==> config.mk <==
export PLATFORM = sky130hd
export DESIGN_NAME = pbv_bridge
export DESIGN_NICKNAME = d
export VERILOG_FILES = /design/src/rtl/pbv_pkg.sv /design/src/rtl/pbv_bridge.sv
export VERILOG_INCLUDE_DIRS = /design/src /design/src/rtl
export SDC_FILE = /design/constraint.sdc
export NUM_CORES = 1
export LEC_CHECK = 0
export BUFFER_PORTS_ARGS = -buffer_cell sky130_fd_sc_hd__buf_2
export CAP_MARGIN = 20
export CORE_UTILIZATION = 58
export CTS_CLUSTER_DIAMETER = 100
export DETAILED_ROUTE_END_ITERATION = 10
export PLACE_DENSITY = 0.79
export SYNTH_ARGS = -nofsm -noshare
export SYNTH_HDL_FRONTEND = slang
export SYNTH_SLANG_ARGS = --single-unit
==> constraint.sdc <==
create_clock -name clk_i -period 3.6 [get_ports clk_i]
set_clock_uncertainty 0.15 [all_clocks]
set_input_delay 0.36 -clock clk_i [delete_from_list [all_inputs] [get_ports clk_i]]
set_output_delay 0.36 -clock clk_i [all_outputs]
set_load 0.05 [all_outputs]
==> src/rtl/pbv_cfg.svh <==
// Constants for the bridge decode and ordering block: commands, windows and depths.
`ifndef PBV_CFG_SVH
`define PBV_CFG_SVH

// ****************************************************************
// Bus command codes
// ****************************************************************
`define PBV_CMD_IO_RD   4'h2
`define PBV_CMD_IO_WR   4'h3
`define PBV_CMD_MEM_RD  4'h6
`define PBV_CMD_MEM_WR  4'h7
`define PBV_CMD_CFG_RD  4'hA
`define PBV_CMD_CFG_WR  4'hB
`define PBV_CMD_MEM_RDM 4'hC
`define PBV_CMD_MEM_RDL 4'hE
`define PBV_CMD_MEM_WRI 4'hF

// ****************************************************************
// Legacy display windows
// ****************************************************************
`define PBV_FB_LO       32'h000A_0000
`define PBV_FB_HI       32'h000B_FFFF
`define PBV_IO_A_LO     10'h3B0
`define PBV_IO_A_HI     10'h3BB
`define PBV_IO_B_LO     10'h3C0
`define PBV_IO_B_HI     10'h3DF
`define PBV_PAL_MASK    10'h3C6
`define PBV_PAL_WADDR   10'h3C8
`define PBV_PAL_DATA    10'h3C9
`define PBV_BIOS_PAGE   16'h000C

// ****************************************************************
// Buffer sizes
// ****************************************************************
`define PBV_PW_DEPTH    4

`endif

==> src/rtl/pbv_pkg.sv <==
// Types shared by the bridge decode and ordering block.
package pbv_pkg;

    // ****************************************************************
    // Delayed transaction slot states
    // ****************************************************************
    typedef enum logic [2:0]
    {
        PBV_DLY_IDLE = 3'h1,
        PBV_DLY_WAIT = 3'h2,
        PBV_DLY_HELD = 3'h4
    } pbv_dly_state_t;

    // ****************************************************************
    // One posted write as it sits in the buffer
    // ****************************************************************
    typedef struct packed
    {
        logic [3:0]  cmd;
        logic [31:0] addr;
        logic [3:0]  be;
        logic [31:0] data;
    } pbv_txn_t;

endpackage

==> src/rtl/pbv_bridge.sv <==
// Bridge forwarding decode, posted write buffering and transaction ordering.
// What this block does
// VGA mode forwards frame buffer and VGA ports downstream, ignoring range hits.
// VGA mode stops upstream claiming of VGA memory and port addresses.
// Frame buffer window is A0000h through BFFFFh inclusive.
// Frame buffer reads go as one data phase with byte enables unchanged.
// VGA ports are 3B0h-3BBh and 3C0h-3DFh.
// Port decode ignores bits 15:10 and needs bits 31:16 zero.
// The BIOS area at C0000h is never decoded by VGA mode.
// Snoop mode forwards writes to palette ports 3C6h, 3C8h, 3C9h.
// Snooped palette writes are actively claimed on the primary bus.
// Mode and snoop both set decode exactly like mode alone.
// Memory writes are posted and finish once buffered.
// I/O and config writes are retried and queued as delayed writes.
// A delayed write finishes at its source only after its destination.
// The destination response is held and returned as a completion.
// All reads are retried, queued, and their data held as completions.
// Writes are never combined, merged or collapsed.
// Ordering is fixed only when a transaction ends without retry.
// Retried requests may finish in any order among themselves.
// Initiators needing order issue one delayed request and repeat fairly.
// The two directions are independent and post writes concurrently.
// Posted writes are accepted whatever delayed work is pending.
// Posted writes leave in the order they were accepted.
// A delayed request waits for all earlier same-direction posted writes.
// Port decode uses I/O commands, window decode memory, snoop I/O writes.
`timescale 1ns/1ps
`include "pbv_cfg.svh"

// ****************************************************************
// Posted write buffer
// ****************************************************************
module pbv_fifo #(
    parameter int W = 72,
    parameter int D = `PBV_PW_DEPTH
) (
    input  wire logic                   clk_i,
    input  wire logic                   rst_b_i,
    input  wire logic                   wr_valid_i,
    output logic                        wr_ready_o,
    input  wire logic [W-1:0]           wr_data_i,
    output logic                        rd_valid_o,
    input  wire logic                   rd_ready_i,
    output logic [W-1:0]                rd_data_o,
    output logic [$clog2(D+1)-1:0]      count_o
);
    localparam int AW = (D > 1) ? $clog2(D) : 1;
    localparam int CW = $clog2(D+1);
    logic [W-1:0]  mem_reg [D];
    logic [AW-1:0] wptr_reg;
    logic [AW-1:0] rptr_reg;
    logic [CW-1:0] cnt_reg;
    logic          push;
    logic          pop;

    assign wr_ready_o = (cnt_reg != CW'(D));
    assign rd_valid_o = (cnt_reg != '0);
    assign rd_data_o  = mem_reg[rptr_reg];
    assign count_o    = cnt_reg;
    assign push       = wr_valid_i && wr_ready_o;
    assign pop        = rd_valid_o && rd_ready_i;

    // Each accepted write owns one entry, so nothing is ever folded together.
    always_ff @(posedge clk_i)
    begin
        if (push)
            mem_reg[wptr_reg] <= wr_data_i;
    end

    always_ff @(posedge clk_i or negedge rst_b_i)
    begin
        if (!rst_b_i)
        begin
            wptr_reg <= '0;
            rptr_reg <= '0;
            cnt_reg  <= '0;
        end
        else
        begin
            if (push)
                wptr_reg <= (wptr_reg == AW'(D - 1)) ? '0 : wptr_reg + AW'(1);
            if (pop)
                rptr_reg <= (rptr_reg == AW'(D - 1)) ? '0 : rptr_reg + AW'(1);
            cnt_reg <= cnt_reg + CW'(push) - CW'(pop);
        end
    end
endmodule

// ****************************************************************
// One crossing direction: posted buffer, delayed slot, launch stage
// ****************************************************************
module pbv_dir #(
    parameter int D = `PBV_PW_DEPTH
) (
    input  wire logic        clk_i,
    input  wire logic        rst_b_i,
    input  wire logic        in_valid_i,
    input  wire logic        in_fwd_i,
    input  wire logic [3:0]  in_cmd_i,
    input  wire logic [31:0] in_addr_i,
    input  wire logic [3:0]  in_be_i,
    input  wire logic [31:0] in_data_i,
    output logic             in_done_o,
    output logic             in_retry_o,
    output logic [31:0]      in_rdata_o,
    output logic             out_valid_o,
    output logic [3:0]       out_cmd_o,
    output logic [31:0]      out_addr_o,
    output logic [3:0]       out_be_o,
    output logic [31:0]      out_data_o,
    input  wire logic        out_ready_i,
    input  wire logic [31:0] out_rdata_i
);
    localparam int CW = $clog2(D+1);
    pbv_pkg::pbv_dly_state_t state_reg;
    pbv_pkg::pbv_txn_t       dly_reg;
    pbv_pkg::pbv_txn_t       head;
    logic [CW-1:0] fifo_cnt;
    logic [CW-1:0] ahead_reg;
    logic [31:0]   cmpl_reg;
    logic          fifo_wr_ready;
    logic          fifo_rd_valid;
    logic          sent_reg;
    logic          fair_reg;
    logic          out_valid_reg;
    logic          out_dly_reg;
    logic          is_posted;
    logic          is_dly;
    logic          take;
    logic          push;
    logic          match;
    logic          dly_finish;
    logic          elig_p;
    logic          elig_d;
    logic          grant_p;
    logic          grant_d;
    logic          out_fire;

    assign is_posted = (in_cmd_i == `PBV_CMD_MEM_WR) || (in_cmd_i == `PBV_CMD_MEM_WRI);
    assign is_dly    = (in_cmd_i == `PBV_CMD_IO_WR) || (in_cmd_i == `PBV_CMD_CFG_WR)
                    || (in_cmd_i == `PBV_CMD_IO_RD) || (in_cmd_i == `PBV_CMD_CFG_RD)
                    || (in_cmd_i == `PBV_CMD_MEM_RD) || (in_cmd_i == `PBV_CMD_MEM_RDM)
                    || (in_cmd_i == `PBV_CMD_MEM_RDL);
    assign take      = in_valid_i && in_fwd_i;
    // Acceptance looks only at buffer space, never at the delayed slot.
    assign push      = take && is_posted && fifo_wr_ready;
    assign match     = (dly_reg.cmd == in_cmd_i) && (dly_reg.addr == in_addr_i)
                    && (dly_reg.be == in_be_i) && (dly_reg.data == in_data_i);
    assign dly_finish = take && is_dly && (state_reg == pbv_pkg::PBV_DLY_HELD) && match;
    // Only a non-retry ending fixes a transaction's place in the order.
    assign in_done_o  = push || dly_finish;
    assign in_retry_o = (take && is_posted && !fifo_wr_ready) || (take && is_dly && !dly_finish);
    assign in_rdata_o = cmpl_reg;

    pbv_fifo #(
        .W ($bits(pbv_pkg::pbv_txn_t)),
        .D (D)
    ) u_fifo (
        .clk_i      (clk_i),
        .rst_b_i    (rst_b_i),
        .wr_valid_i (take && is_posted),
        .wr_ready_o (fifo_wr_ready),
        .wr_data_i  ({in_cmd_i, in_addr_i, in_be_i, in_data_i}),
        .rd_valid_o (fifo_rd_valid),
        .rd_ready_i (grant_p),
        .rd_data_o  (head),
        .count_o    (fifo_cnt)
    );

    // A delayed request may leave only when every older posted write has gone.
    assign elig_p  = fifo_rd_valid && !out_valid_reg;
    assign elig_d  = (state_reg == pbv_pkg::PBV_DLY_WAIT) && !sent_reg && (ahead_reg == '0) && !out_valid_reg;
    // Alternating turns let posted writes pass a stuck delayed request.
    assign grant_d = elig_d && (fair_reg || !elig_p);
    assign grant_p = elig_p && !grant_d;
    assign out_fire = out_valid_reg && out_ready_i;
    assign out_valid_o = out_valid_reg;

    always_ff @(posedge clk_i or negedge rst_b_i)
    begin
        if (!rst_b_i)
            fair_reg <= 1'b0;
        else if (grant_d)
            fair_reg <= 1'b0;
        else if (grant_p && (state_reg == pbv_pkg::PBV_DLY_WAIT))
            fair_reg <= 1'b1;
    end

    always_ff @(posedge clk_i or negedge rst_b_i)
    begin
        if (!rst_b_i)
        begin
            out_valid_reg <= 1'b0;
            out_dly_reg   <= 1'b0;
            out_cmd_o     <= '0;
            out_addr_o    <= '0;
            out_be_o      <= '0;
            out_data_o    <= '0;
        end
        else if (grant_p || grant_d)
        begin
            out_valid_reg <= 1'b1;
            out_dly_reg   <= grant_d;
            out_cmd_o     <= grant_d ? dly_reg.cmd  : head.cmd;
            out_addr_o    <= grant_d ? dly_reg.addr : head.addr;
            out_be_o      <= grant_d ? dly_reg.be   : head.be;
            out_data_o    <= grant_d ? dly_reg.data : head.data;
        end
        else if (out_fire)
            out_valid_reg <= 1'b0;
    end

    always_ff @(posedge clk_i or negedge rst_b_i)
    begin
        if (!rst_b_i)
            ahead_reg <= '0;
        else if ((state_reg == pbv_pkg::PBV_DLY_IDLE) && take && is_dly)
            ahead_reg <= fifo_cnt - CW'(grant_p);
        else if (grant_p && (ahead_reg != '0))
            ahead_reg <= ahead_reg - CW'(1);
    end

    // One slot: any retried request may win it, so retried ones finish in any order.
    always_ff @(posedge clk_i or negedge rst_b_i)
    begin
        if (!rst_b_i)
        begin
            state_reg <= pbv_pkg::PBV_DLY_IDLE;
            dly_reg   <= '0;
            sent_reg  <= 1'b0;
            cmpl_reg  <= '0;
        end
        else
        begin
            unique case (state_reg)
                pbv_pkg::PBV_DLY_IDLE:
                    if (take && is_dly)
                    begin
                        state_reg <= pbv_pkg::PBV_DLY_WAIT;
                        dly_reg   <= {in_cmd_i, in_addr_i, in_be_i, in_data_i};
                        sent_reg  <= 1'b0;
                    end
                pbv_pkg::PBV_DLY_WAIT:
                begin
                    if (grant_d)
                        sent_reg <= 1'b1;
                    if (out_fire && out_dly_reg)
                    begin
                        state_reg <= pbv_pkg::PBV_DLY_HELD;
                        cmpl_reg  <= out_rdata_i;
                    end
                end
                pbv_pkg::PBV_DLY_HELD:
                    if (dly_finish)
                        state_reg <= pbv_pkg::PBV_DLY_IDLE;
            endcase
        end
    end
endmodule

// ****************************************************************
// Top: address decode for both sides and two independent directions
// ****************************************************************
module pbv_bridge #(
    parameter int D = `PBV_PW_DEPTH
) (
    input  wire logic        clk_i,
    input  wire logic        rst_b_i,
    input  wire logic        vga_mode_i,
    input  wire logic        vga_snoop_i,
    input  wire logic        p_valid_i,
    input  wire logic [3:0]  p_cmd_i,
    input  wire logic [31:0] p_addr_i,
    input  wire logic [3:0]  p_be_i,
    input  wire logic [31:0] p_data_i,
    input  wire logic        p_range_hit_i,
    output logic             p_devsel_o,
    output logic             p_done_o,
    output logic             p_retry_o,
    output logic [31:0]      p_rdata_o,
    input  wire logic        s_valid_i,
    input  wire logic [3:0]  s_cmd_i,
    input  wire logic [31:0] s_addr_i,
    input  wire logic [3:0]  s_be_i,
    input  wire logic [31:0] s_data_i,
    input  wire logic        s_range_hit_i,
    output logic             s_devsel_o,
    output logic             s_done_o,
    output logic             s_retry_o,
    output logic [31:0]      s_rdata_o,
    output logic             down_valid_o,
    output logic [3:0]       down_cmd_o,
    output logic [31:0]      down_addr_o,
    output logic [3:0]       down_be_o,
    output logic [31:0]      down_data_o,
    input  wire logic        down_ready_i,
    input  wire logic [31:0] down_rdata_i,
    output logic             up_valid_o,
    output logic [3:0]       up_cmd_o,
    output logic [31:0]      up_addr_o,
    output logic [3:0]       up_be_o,
    output logic [31:0]      up_data_o,
    input  wire logic        up_ready_i,
    input  wire logic [31:0] up_rdata_i
);
    logic p_vga;
    logic p_snoop;
    logic p_fwd;
    logic s_vga;
    logic s_fwd;

    // Ports alias every 1KB: bits 15:10 are dropped, bits 31:16 must be zero.
    function automatic logic vga_hit(input logic [3:0] cmd, input logic [31:0] a);
        logic io;
        logic mem;
        io  = (cmd == `PBV_CMD_IO_RD) || (cmd == `PBV_CMD_IO_WR);
        mem = (cmd == `PBV_CMD_MEM_RD) || (cmd == `PBV_CMD_MEM_RDM) || (cmd == `PBV_CMD_MEM_RDL)
           || (cmd == `PBV_CMD_MEM_WR) || (cmd == `PBV_CMD_MEM_WRI);
        return (io && (a[31:16] == 16'h0000)
                && (((a[9:0] >= `PBV_IO_A_LO) && (a[9:0] <= `PBV_IO_A_HI))
                 || ((a[9:0] >= `PBV_IO_B_LO) && (a[9:0] <= `PBV_IO_B_HI))))
            || (mem && (a >= `PBV_FB_LO) && (a <= `PBV_FB_HI));
    endfunction

    // The window stops at BFFFFh, so the BIOS page above it never matches.
    assign p_vga   = vga_mode_i && vga_hit(p_cmd_i, p_addr_i);
    // Mode set makes snoop redundant, so snoop only adds when mode is clear.
    assign p_snoop = vga_snoop_i && !vga_mode_i && (p_cmd_i == `PBV_CMD_IO_WR)
                  && (p_addr_i[31:16] == 16'h0000)
                  && ((p_addr_i[9:0] == `PBV_PAL_MASK) || (p_addr_i[9:0] == `PBV_PAL_WADDR)
                   || (p_addr_i[9:0] == `PBV_PAL_DATA));
    assign p_fwd   = p_range_hit_i || p_vga || p_snoop;
    assign s_vga   = vga_mode_i && vga_hit(s_cmd_i, s_addr_i);
    assign s_fwd   = !s_range_hit_i && !s_vga;
    assign p_devsel_o = p_valid_i && p_fwd;
    assign s_devsel_o = s_valid_i && s_fwd;

    // Two separate engines: no ordering couples the directions.
    pbv_dir #(.D (D)) u_down (
        .clk_i       (clk_i),
        .rst_b_i     (rst_b_i),
        .in_valid_i  (p_valid_i),
        .in_fwd_i    (p_fwd),
        .in_cmd_i    (p_cmd_i),
        .in_addr_i   (p_addr_i),
        .in_be_i     (p_be_i),
        .in_data_i   (p_data_i),
        .in_done_o   (p_done_o),
        .in_retry_o  (p_retry_o),
        .in_rdata_o  (p_rdata_o),
        .out_valid_o (down_valid_o),
        .out_cmd_o   (down_cmd_o),
        .out_addr_o  (down_addr_o),
        .out_be_o    (down_be_o),
        .out_data_o  (down_data_o),
        .out_ready_i (down_ready_i),
        .out_rdata_i (down_rdata_i)
    );

    pbv_dir #(.D (D)) u_up (
        .clk_i       (clk_i),
        .rst_b_i     (rst_b_i),
        .in_valid_i  (s_valid_i),
        .in_fwd_i    (s_fwd),
        .in_cmd_i    (s_cmd_i),
        .in_addr_i   (s_addr_i),
        .in_be_i     (s_be_i),
        .in_data_i   (s_data_i),
        .in_done_o   (s_done_o),
        .in_retry_o  (s_retry_o),
        .in_rdata_o  (s_rdata_o),
        .out_valid_o (up_valid_o),
        .out_cmd_o   (up_cmd_o),
        .out_addr_o  (up_addr_o),
        .out_be_o    (up_be_o),
        .out_data_o  (up_data_o),
        .out_ready_i (up_ready_i),
        .out_rdata_i (up_rdata_i)
    );
endmodule

# Yosys cells after proc, flatten, opt, wreduce, memory -nomap -nowiden
# Memory sizes are Yosys's and may differ from the RTL's.
# Index checks and enable logic that the tools add are counted.
op_classes:
  mux: 42
  n_addsub: 12
  n_reduce_logical: 146
  magnitude_cmp: 12
  eq_ne: 49
op_table:
  columns: ["cell", "count"]
  rows:
  - ["$eq 32x32->1", 4]
  - ["$mux 32", 4]
  - ["$logic_and 1x1->1", 67]
  - ["$ge 32x20->1 const B", 2]
  - ["$le 32x20->1 const B", 2]
  - ["$eq 4x4->1 const B", 10]
  - ["$ge 10x10->1 const B", 4]
  - ["$le 10x10->1 const B", 4]
  - ["$logic_or 1x1->1", 40]
  - ["$logic_not 16->1", 2]
  - ["$eq 10x10->1 const B", 3]
  - ["$mux 3", 10]
  - ["$pmux 3 s3", 2]
  - ["$eq 4x2->1 const B", 4]
  - ["$eq 4x3->1 const B", 4]
  - ["$eq 4x4->1", 4]
  - ["$mux 1", 16]
  - ["$mux 4", 4]
  - ["$reduce_bool 2->1", 8]
  - ["$logic_not 1->1", 15]
  - ["$ne 2x1->1 const B", 6]
  - ["$reduce_and 3->1", 4]
  - ["$reduce_bool 3->1", 4]
  - ["$sub 3x1->3", 4]
  - ["other kinds (13)", 34]
totals:
  mem_count: 2
  ff_bits: 386
  input_bits: 218
  elab_cells: 299
  ram_bits: 576
memory_table:
  columns: ["name", "depth", "width", "read_ports", "rd_ports_with_merged_regs", "wr", "line_no", "text"]
  rows:
  - ["u_down.u_fifo.mem_reg", 4, 72, 1, 0, 1, "pbv_bridge.sv:49", "logic [W-1:0] mem_reg [D];"]
  - ["u_up.u_fifo.mem_reg", 4, 72, 1, 0, 1, "pbv_bridge.sv:49", null]

# Longest topological paths before layout
# Gate-level depths: netlist (run 1).
logic_depth:
  ltp_word: 18
  mapped_depth: 16
  ltp_nobuf: 14

# By module
# From an unflattened synthesis (run 1), not the netlist that was laid out.
hier_totals:
  hier_cells: 2275
  area_unflattened_um2: 38992.4
by_module_without_submodules:
  columns: ["module", "instances", "area_each_um2", "seq_area_each_um2", "cells_each"]
  rows:
  - ["pbv_dir", 2, 8499.4, 4655.7, 698]
  - ["pbv_fifo (u_up.u_fifo)", 1, 10871.7, 8823.5, 420]
  - ["pbv_fifo (u_down.u_fifo)", 1, 10834.1, 8823.5, 415]
  - ["pbv_bridge", 1, 287.8, 0.0, 44]

# Least setup slack after synthesis (run 1)
# OpenSTA, ideal clock, no wires.
synth_path:
  path_kind: "input to register"
  startpoint: "in s_addr_i[7]"
  endpoint: "mem u_up.u_fifo.mem_reg[0][0], enable pin"
  setup_time_ps: 438
  slack_ps: -468
  arrival_ps: 3480
  stages: 7
  t_required_ps: 3012
  path_cell_list: "and4b_1 -> nand4_1 -> o21ai_0 -> a21oi_2 -> and3_1 -> clkbuf_1 -> and2_1"
synth_via:
  elab_chain_len: 13
  word_cells_on_any_way: 21
  classes_between: "order compare: 6; mux: 2; reduce/logical: 13"
synth_rtl:
  columns: ["item", "line_no", "text"]
  rows:
  - ["from (decl)", "pbv_bridge.sv:283", "input wire logic [31:0] s_addr_i,"]
  - ["parallel branches: the longest is 4 deep, another holds $ge 32x20->1", null, null]
  - ["$logic_or 1x1->1 *", "pbv_bridge.sv:319", "return (io && (a[31:16] == 16'h0000)"]
  - ["$logic_and 1x1->1 *", "pbv_bridge.sv:333", "assign s_vga = vga_mode_i && vga_hit(s_cmd_i, s_addr_i);"]
  - ["$logic_not 1->1 *", "pbv_bridge.sv:334", "assign s_fwd = !s_range_hit_i && !s_vga;"]
  - ["$logic_and 1x1->1 *", "pbv_bridge.sv:334", null]
  - ["$logic_and 1x1->1 *", null, null]
  - ["named net s_devsel_o", "pbv_bridge.sv:287", "output logic s_devsel_o,"]
  - ["$logic_and 1x1->1 *", "pbv_bridge.sv:161", ".wr_valid_i (take && is_posted),"]
  - ["$logic_and 1x1->1 *", "pbv_bridge.sv:60", "assign push = wr_valid_i && wr_ready_o;"]
  - ["$mux 1 *", "pbv_bridge.sv:66", "if (push)"]
  - ["$mux 1 (implied by the code) *", "pbv_bridge.sv:67", "mem_reg[wptr_reg] <= wr_data_i;"]
  - ["to (decl)", "pbv_bridge.sv:49", null]
# Mark *: on every way through the listed nets, which the timed path passes.

# Final worst setup path (run 1)
layout_path:
  startpoint: "in p_addr_i[11]"
  endpoint: "out p_done_o"
layout_via:
  elab_chain_len: 12
  word_cells_on_any_way: 19
  classes_between: "order compare: 2; eq/ne: 1; reduce/logical: 16"
layout_rtl:
  columns: ["item", "line_no", "text"]
  rows:
  - ["from (decl)", "pbv_bridge.sv:273", "input wire logic [31:0] p_addr_i,"]
  - ["$ge 32x20->1 (no line)", null, null]
  - ["$logic_and 1x1->1 (2 in a row)", "pbv_bridge.sv:322", "|| (mem && (a >= `PBV_FB_LO) && (a <= `PBV_FB_HI));"]
  - ["$logic_or 1x1->1", "pbv_bridge.sv:319", null]
  - ["$logic_and 1x1->1", "pbv_bridge.sv:326", "assign p_vga = vga_mode_i && vga_hit(p_cmd_i, p_addr_i);"]
  - ["$logic_or 1x1->1 (2 in a row)", "pbv_bridge.sv:332", "assign p_fwd = p_range_hit_i || p_vga || p_snoop;"]
  - ["$logic_and 1x1->1", "pbv_bridge.sv:144", "assign take = in_valid_i && in_fwd_i;"]
  - ["$logic_and 1x1->1 (3 in a row)", "pbv_bridge.sv:149", "assign dly_finish = take && is_dly && (state_reg == pbv_pkg::PBV_DLY_HELD) && match;"]
  - ["$logic_or 1x1->1 *", "pbv_bridge.sv:151", "assign in_done_o = push || dly_finish;"]
  - ["to (decl)", "pbv_bridge.sv:278", "output logic p_done_o,"]
# Every way passes the cells marked *; elsewhere a longest branch is shown, timed or not.

==> results.yml, run 1 <==
route:
  via_per_inst: 6.09
  drcViolationCount: 0
  postRouteAntennaNets: 0
  firstDrtPassIters: 7
  vias: 24400
  drt_iter0_drc: 2278
  avgRoutedWirePerCell_um: 25.8
  wirelength_um: 103000
worst_setup_path:
  worstSetupPathType: "input port to output port"
  arrival_ns: 3.08
  crit_chain: "dlygate4sd3_1, buf_2, xnor2_1, nand4_1, nor4_2, nand3_1, or4_4, o21ai_4, buf_6"
  regToRegSetupSlack_ns: 0.38
  end_kind: "output port"
  cpPeakStageDelay_ns: 0.59
  cp.required_ns: 3.09
  cp_slowest_cell: "or4_4"
  r2r-start: "u_down.state_reg[2]"
  r2r_cells: 10
  r2r-end: "u_down.out_data_o[18]"
  cp_max_fo: 6
  setup.worst_path.start_class: "input port"
global_routing:
  grt_pass1_wl_um: 154000
  grt_max_degree: 88
  grt-ovfl-total: 0
  grtUsageTotal: 0.307
  grt_antenna_before_repair: 14
  grt_pass1_vias: 25300
placement:
  port_buffers: 433
  place.detailed.hpwl_um: 62900
  dp.cells: 3596
  gp_congestion: 0.882
  place_area_um2: 42200
power:
  leakage_nw: 19.3
  irDropWorstVdd_v: 0.000664
  pwr_density_cell_nw_per_um2: 774
  power.total_w: 0.0370
timing:
  setup_viol: 0
  relSlewSlack: 0.293
  maxSlewViolCount: 0
  max_freq_ghz: 0.279
  tightest_slew_ns: 1.06
  period_minus_slack_ns: 3.59
  hold_viol: 0
  finalCritPeriodShare: 0.996
final_layout:
  stdcell_count: 4004
  drive_gt1_frac: 0.327
  finish.utilization: 0.728
  final_nets: 3286
  area_growth_pct: 24.3
  stdcell_area_um2: 47900
run:
  maxCapViolations: 0
floorplanning:
  die_area_um2: 67400
  die_width_um: 260
  core_um2: 65700
  die_h_um: 260
  start_util: 0.586
  num_rows: 94
  ioPinCount: 434
clock_tree:
  htreeDepth: 3
  cts_tree: "yes"
  clockRootBuffer: "clkbuf_16"
  clk_latency_ns: 0.66
  cts_buffers: 95
  cts.clk_slew.worst_paths_ns: 0.06
  clk_path_buf_depth: 3
  cts_sinks: 962
synthesis:
  ys_seq_area_frac: 0.700
  ys_warn_count: 0
  ys_ff_latch: 962
  netlist_instances: 2342
  post-synth-top-count-cell: "edfxtp_1"
  netlist_top_cells_count: "edfxtp_1 (576), dfrtp_1 (384), nor2_1 (232), nand2_1 (167), mux4_2 (144)"
  synth_top_area_share: 0.449
  avgSynthCellArea_um2: 16.4
  synth_top_area_cell: "edfxtp_1"
  ys_top_cells_by_area: "edfxtp_1 (45%), dfrtp_1 (25%), mux4_2 (8.4%), mux2_2 (4.0%), nor2_1 (2.3%)"
  synth_cell_types: 53
  synthFlopType: "edfxtp_1"
  synth-edff-count: 576
  netlist_area_um2: 38500
  synthesis.nets: 2584
  async_reset_ff_frac: 0.401
hold_path:
  hold_start: "p_range_hit_i"
  holdPathEnd: "u_down.state_reg[0]"
  min_path_type: "input port to flop"
  min_path_cells: 4
run_status:
  outcome: "completed"
## repair_timing
action | 4_1_cts | 5_1_grt
setup endpoints to repair | 3 | 3
endpoints found under the hold margin | 864 | 0
pin swaps | 2 | 5
hold buffers | 212 | 0
gates resized for setup | 12 | 16
buffers inserted | 0 | 2
## per-stage QoR
| step | TNS (ns) | setup slack (ns) | hold slack [ns] |
|---|---|---|---|
| 3_3_place_gp | 0 | 0.0915 | 0.307 |
| 4_1_cts | 0 | 0.0211 | 0.0318 |
| 5_1_grt | -0.0206 | -0.0206 | 0.0657 |
| 3_5_place_dp | 0 | 0.0325 | 0.308 |
| 2_1_floorplan | 0 | 0.319 | -0.0856 |
| 6_report | 0 | 0.0127 | 0.0987 |
## final cells by class
class | instances | area (um^2)
fillers | 3813 | 17900
repair buffers | 719 | 5270
clock inverters | 46 | 562
diodes | 13 | 32.5
well taps | 864 | 1080
clock buffers | 134 | 2690
multi-input cells | 1239 | 11100
flip-flops and latches | 962 | 27000
inverters | 27 | 101
## layout by cell type (no fill, tap or decap), types with 8 or more instances in the layout
cell / n
a21oi_1: 15
a31oi_1: 74
and2_4: 8
buf_12: 33
buf_2: 431
buf_4: 41
bufinv_16: 9
clkbuf_1: 24
clkbuf_16: 96
clkbuf_8: 14
clkinv_1: 9
clkinv_2: 15
dfrtp_1: 380
diode_2: 13
dlygate4sd3_1: 212
edfxtp_1: 576
ha_1: 22
inv_1: 27
mux2_1: 42
mux2_2: 136
mux2_4: 36
mux4_2: 144
nand2_1: 166
nand3_1: 11
nand4_1: 27
nor2_1: 230
nor3_1: 9
nor3b_1: 8
nor4_1: 17
o22ai_1: 72
xnor2_1: 77
xnor2_2: 13
xor2_1: 63
## how the worst max path moves through the flow
| stage | start | to | slack (ns) | depth (start not counted) |
|---|---|---|---|---|
| after floorplan | s_addr_i[7] | u_up.u_fifo.mem_reg[0][0] | 0.32 | 7 |
| after global placement | p_addr_i[18] | u_down.u_fifo.count_o[2] | 0.09 | 14 |
| after detailed placement | p_addr_i[18] | u_down.u_fifo.count_o[2] | 0.03 | 14 |
| after CTS | u_up.dly_reg[66] | s_done_o | 0.02 | 7 |
| after global routing | u_up.dly_reg[26] | s_done_o | -0.02 | 7 |
| final | p_addr_i[11] | p_done_o | 0.01 | 9 |
## report_power, final
part           total [W]  switching [W]  leakage, nW  internal, W
registers         0.0144        0.00130         10.1       0.0131
logic             0.0124        0.00828         7.64      0.00413
clock network     0.0102        0.00428         1.57      0.00590
## worst max-delay path, delay by kind of cell
family | cells | cell delay (ns)
compound gates | 1 | 0.11
xor+xnor | 1 | 0.38
buf+inv | 3 | 0.91
simple gates | 4 | 1.32
## metal layers
layer / vias to the layer above / part of all wire / track usage
li1: 10200 / - / -
met1: 12600 / 0.38 / 0.404
met2: 1294 / 0.50 / 0.498
met3: 250 / 0.082 / 0.0612
met4: 6 / 0.040 / 0.139
met5: - / 0.00036 / 0
## cell families after synthesis
logic type | share of synthesized area
adder cells (fa/ha/maj) | 0.00819
flip-flops | 0.700
XOR/XNOR | 0.0348
AND/OR/NAND/NOR | 0.0586
AO/OA/AOI/OAI | 0.0299
multiplexers | 0.152
buffers and inverters | 0.0163
(Power assumes the default switching activity.)
==> run 2: changes to the inputs <==
Settings changed: CORE_UTILIZATION 58 to 59, PLACE_DENSITY 0.79 to 0.8.
Clock period 3.6 ns to 4.5 ns, I/O delays scaled along.
==> results.yml, run 2 (synthesis results as in run 1) <==
final_layout:
  layout_commonest_cell: "edfxtp_1"
  final_nets: 3256
  fillCellCount: 3787
  area_growth_pct: 22.8
  final_cell_mix: "edfxtp_1 (576), buf_2 (432), dfrtp_1 (380)"
  finish.utilization: 0.733
  drive_gt1_frac: 0.313
global_routing:
  grt_pass1_vias: 25200
  grt_max_degree: 105
  grt_use_met3: 0.0676
  grt.met2_usage: 0.493
  grtUsageTotal: 0.312
  grt_antenna_before_repair: 9
  grt-ovfl-total: 0
  grt_pass1_wl_um: 155000
  busiest_layer: "met2"
  grt_util_met1: 0.425
run_status:
  outcome: "completed"
timing:
  hold_slack_ns: 0.0283
  rsz0062_at_grt: "false"
  setup_ws_ns: 0.239
  hold_viol: 0
  max_freq_ghz: 0.235
  finalCritPeriodShare: 0.947
  tightest_slew_ns: 1.07
  relSlewSlack: 0.290
  tns_ns: 0
  setup_viol: 0
  maxSlewViolCount: 0
  period_minus_slack_ns: 4.26
worst_setup_path:
  crit_chain: "dlygate4sd3_1, buf_2, xnor2_1, nand4_1, nor4_1, nand4_1, or4_1, o21ai_0, buf_2"
  crit_family: "simple AND/OR/NAND/NOR gates"
  cp_max_fo: 7
  arrival_ns: 3.66
  end_kind: "output port"
  cpPeakStageDelay_ns: 0.62
  setup.worst_path.start_class: "input port"
  cp_slowest_cell: "or4_1"
  path_buf_inv: 3
  worstSetupPathType: "input port to output port"
  cp.required_ns: 3.90
floorplanning:
  core_um2: 64500
  ioPinCount: 434
  die_width_um: 257
  start_util: 0.597
  num_rows: 93
  die_h_um: 257
  die_area_um2: 66300
run:
  maxCapViolations: 0
placement:
  port_buffers: 433
  pre_cts_slack_ns: 0.621
  place.detailed.hpwl_um: 61100
  gp_congestion: 0.850
route:
  avgRoutedWirePerCell_um: 26.0
  firstDrtPassIters: 9
  postRouteAntennaNets: 0
  via_per_inst: 6.13
  vias: 24300
  drt_iter0_drc: 2721
  drcViolationCount: 0
  wirelength_um: 103000
clock_tree:
  clk_path_buf_depth: 3
  clk_latency_ns: 0.66
  clockRootBuffer: "clkbuf_16"
  cts_tree: "yes"
  cts_sinks: 962
  cts_setup_buffers: 0
  cts_buffers: 95
  htreeDepth: 3
  cts.clk_slew.worst_paths_ns: 0.06
power:
  irDropWorstVdd_v: 0.000524
  pwr_density_cell_nw_per_um2: 627
  leakage_nw: 19.0
hold_path:
  min_path_type: "input port to flop"
## run 2: final cells by class
cell class | count | area (um^2) | share of cell area
antenna | 10 | 25.0 | 0.000529
multi-input combinational | 1239 | 11000 | 0.232
clock buffer | 138 | 2730 | 0.0578
inverter | 27 | 101 | 0.00214
timing repair buffer | 689 | 4870 | 0.103
clock inverter | 42 | 522 | 0.0110
sequential | 962 | 27000 | 0.571
tap | 855 | 1070 | 0.0226
## run 2: final timing paths
| path | slack (ns) | cells after the start | start | endpoint |
|---|---|---|---|---|
| max in group asynchronous | 2.65 | 3 | rst_b_i | u_down.in_rdata_o[9] |
| hold / removal | 0.03 | 4 | p_valid_i | u_down.state_reg[0] |
| min in group asynchronous | 0.30 | 2 | rst_b_i | u_down.dly_reg[6] |
| setup reg to reg | 0.94 | 8 | u_down.state_reg[2] | u_down.out_data_o[0] |
| hold reg to reg | 0.35 | 1 | u_down.sent_reg | u_down.sent_reg |
| setup / recovery | 0.24 | 9 | p_addr_i[16] | p_done_o |
## run 2: repair_timing
action / 4_1_cts / 5_1_grt
setup endpoints to repair: 0 / 1
hold endpoints to repair: 852 / 0
gates resized for setup: 0 / 1
hold buffers: 210 / 0
## run 2: metrics by stage
stage | total power [W] | std cells | area (um^2)
2_1_floorplan | 0.0184 | 2342 | 38500
3_3_place_gp | 0.0210 | 3559 | 41800
3_5_place_dp | 0.0213 | 3560 | 41800
4_1_cts | 0.0296 | 3950 | 47200
5_1_grt | 0.0307 | 3957 | 47300
6_report | 0.0296 | 3962 | 47300
## run 2: report_power, final
part,leakage [nW],internal (W),total [W],switching (W)
clock network,1.59,0.00476,0.00818,0.00342
registers,10.1,0.0105,0.0115,0.000986
logic,7.36,0.00329,0.00995,0.00665
total,19.0,0.0186,0.0296,0.0111
## run 2: layer usage
layer,share of wire,wire [um]
met3,0.093,9540
met2,0.48,49600
met4,0.045,4630
met1,0.38,39100
met5,0.00036,37
## run 2: tightest hold or removal path: stages
cell     delay, ns
buf_2         0.13
nand2_1       0.06
o21ai_0       0.09
nand2_1       0.08
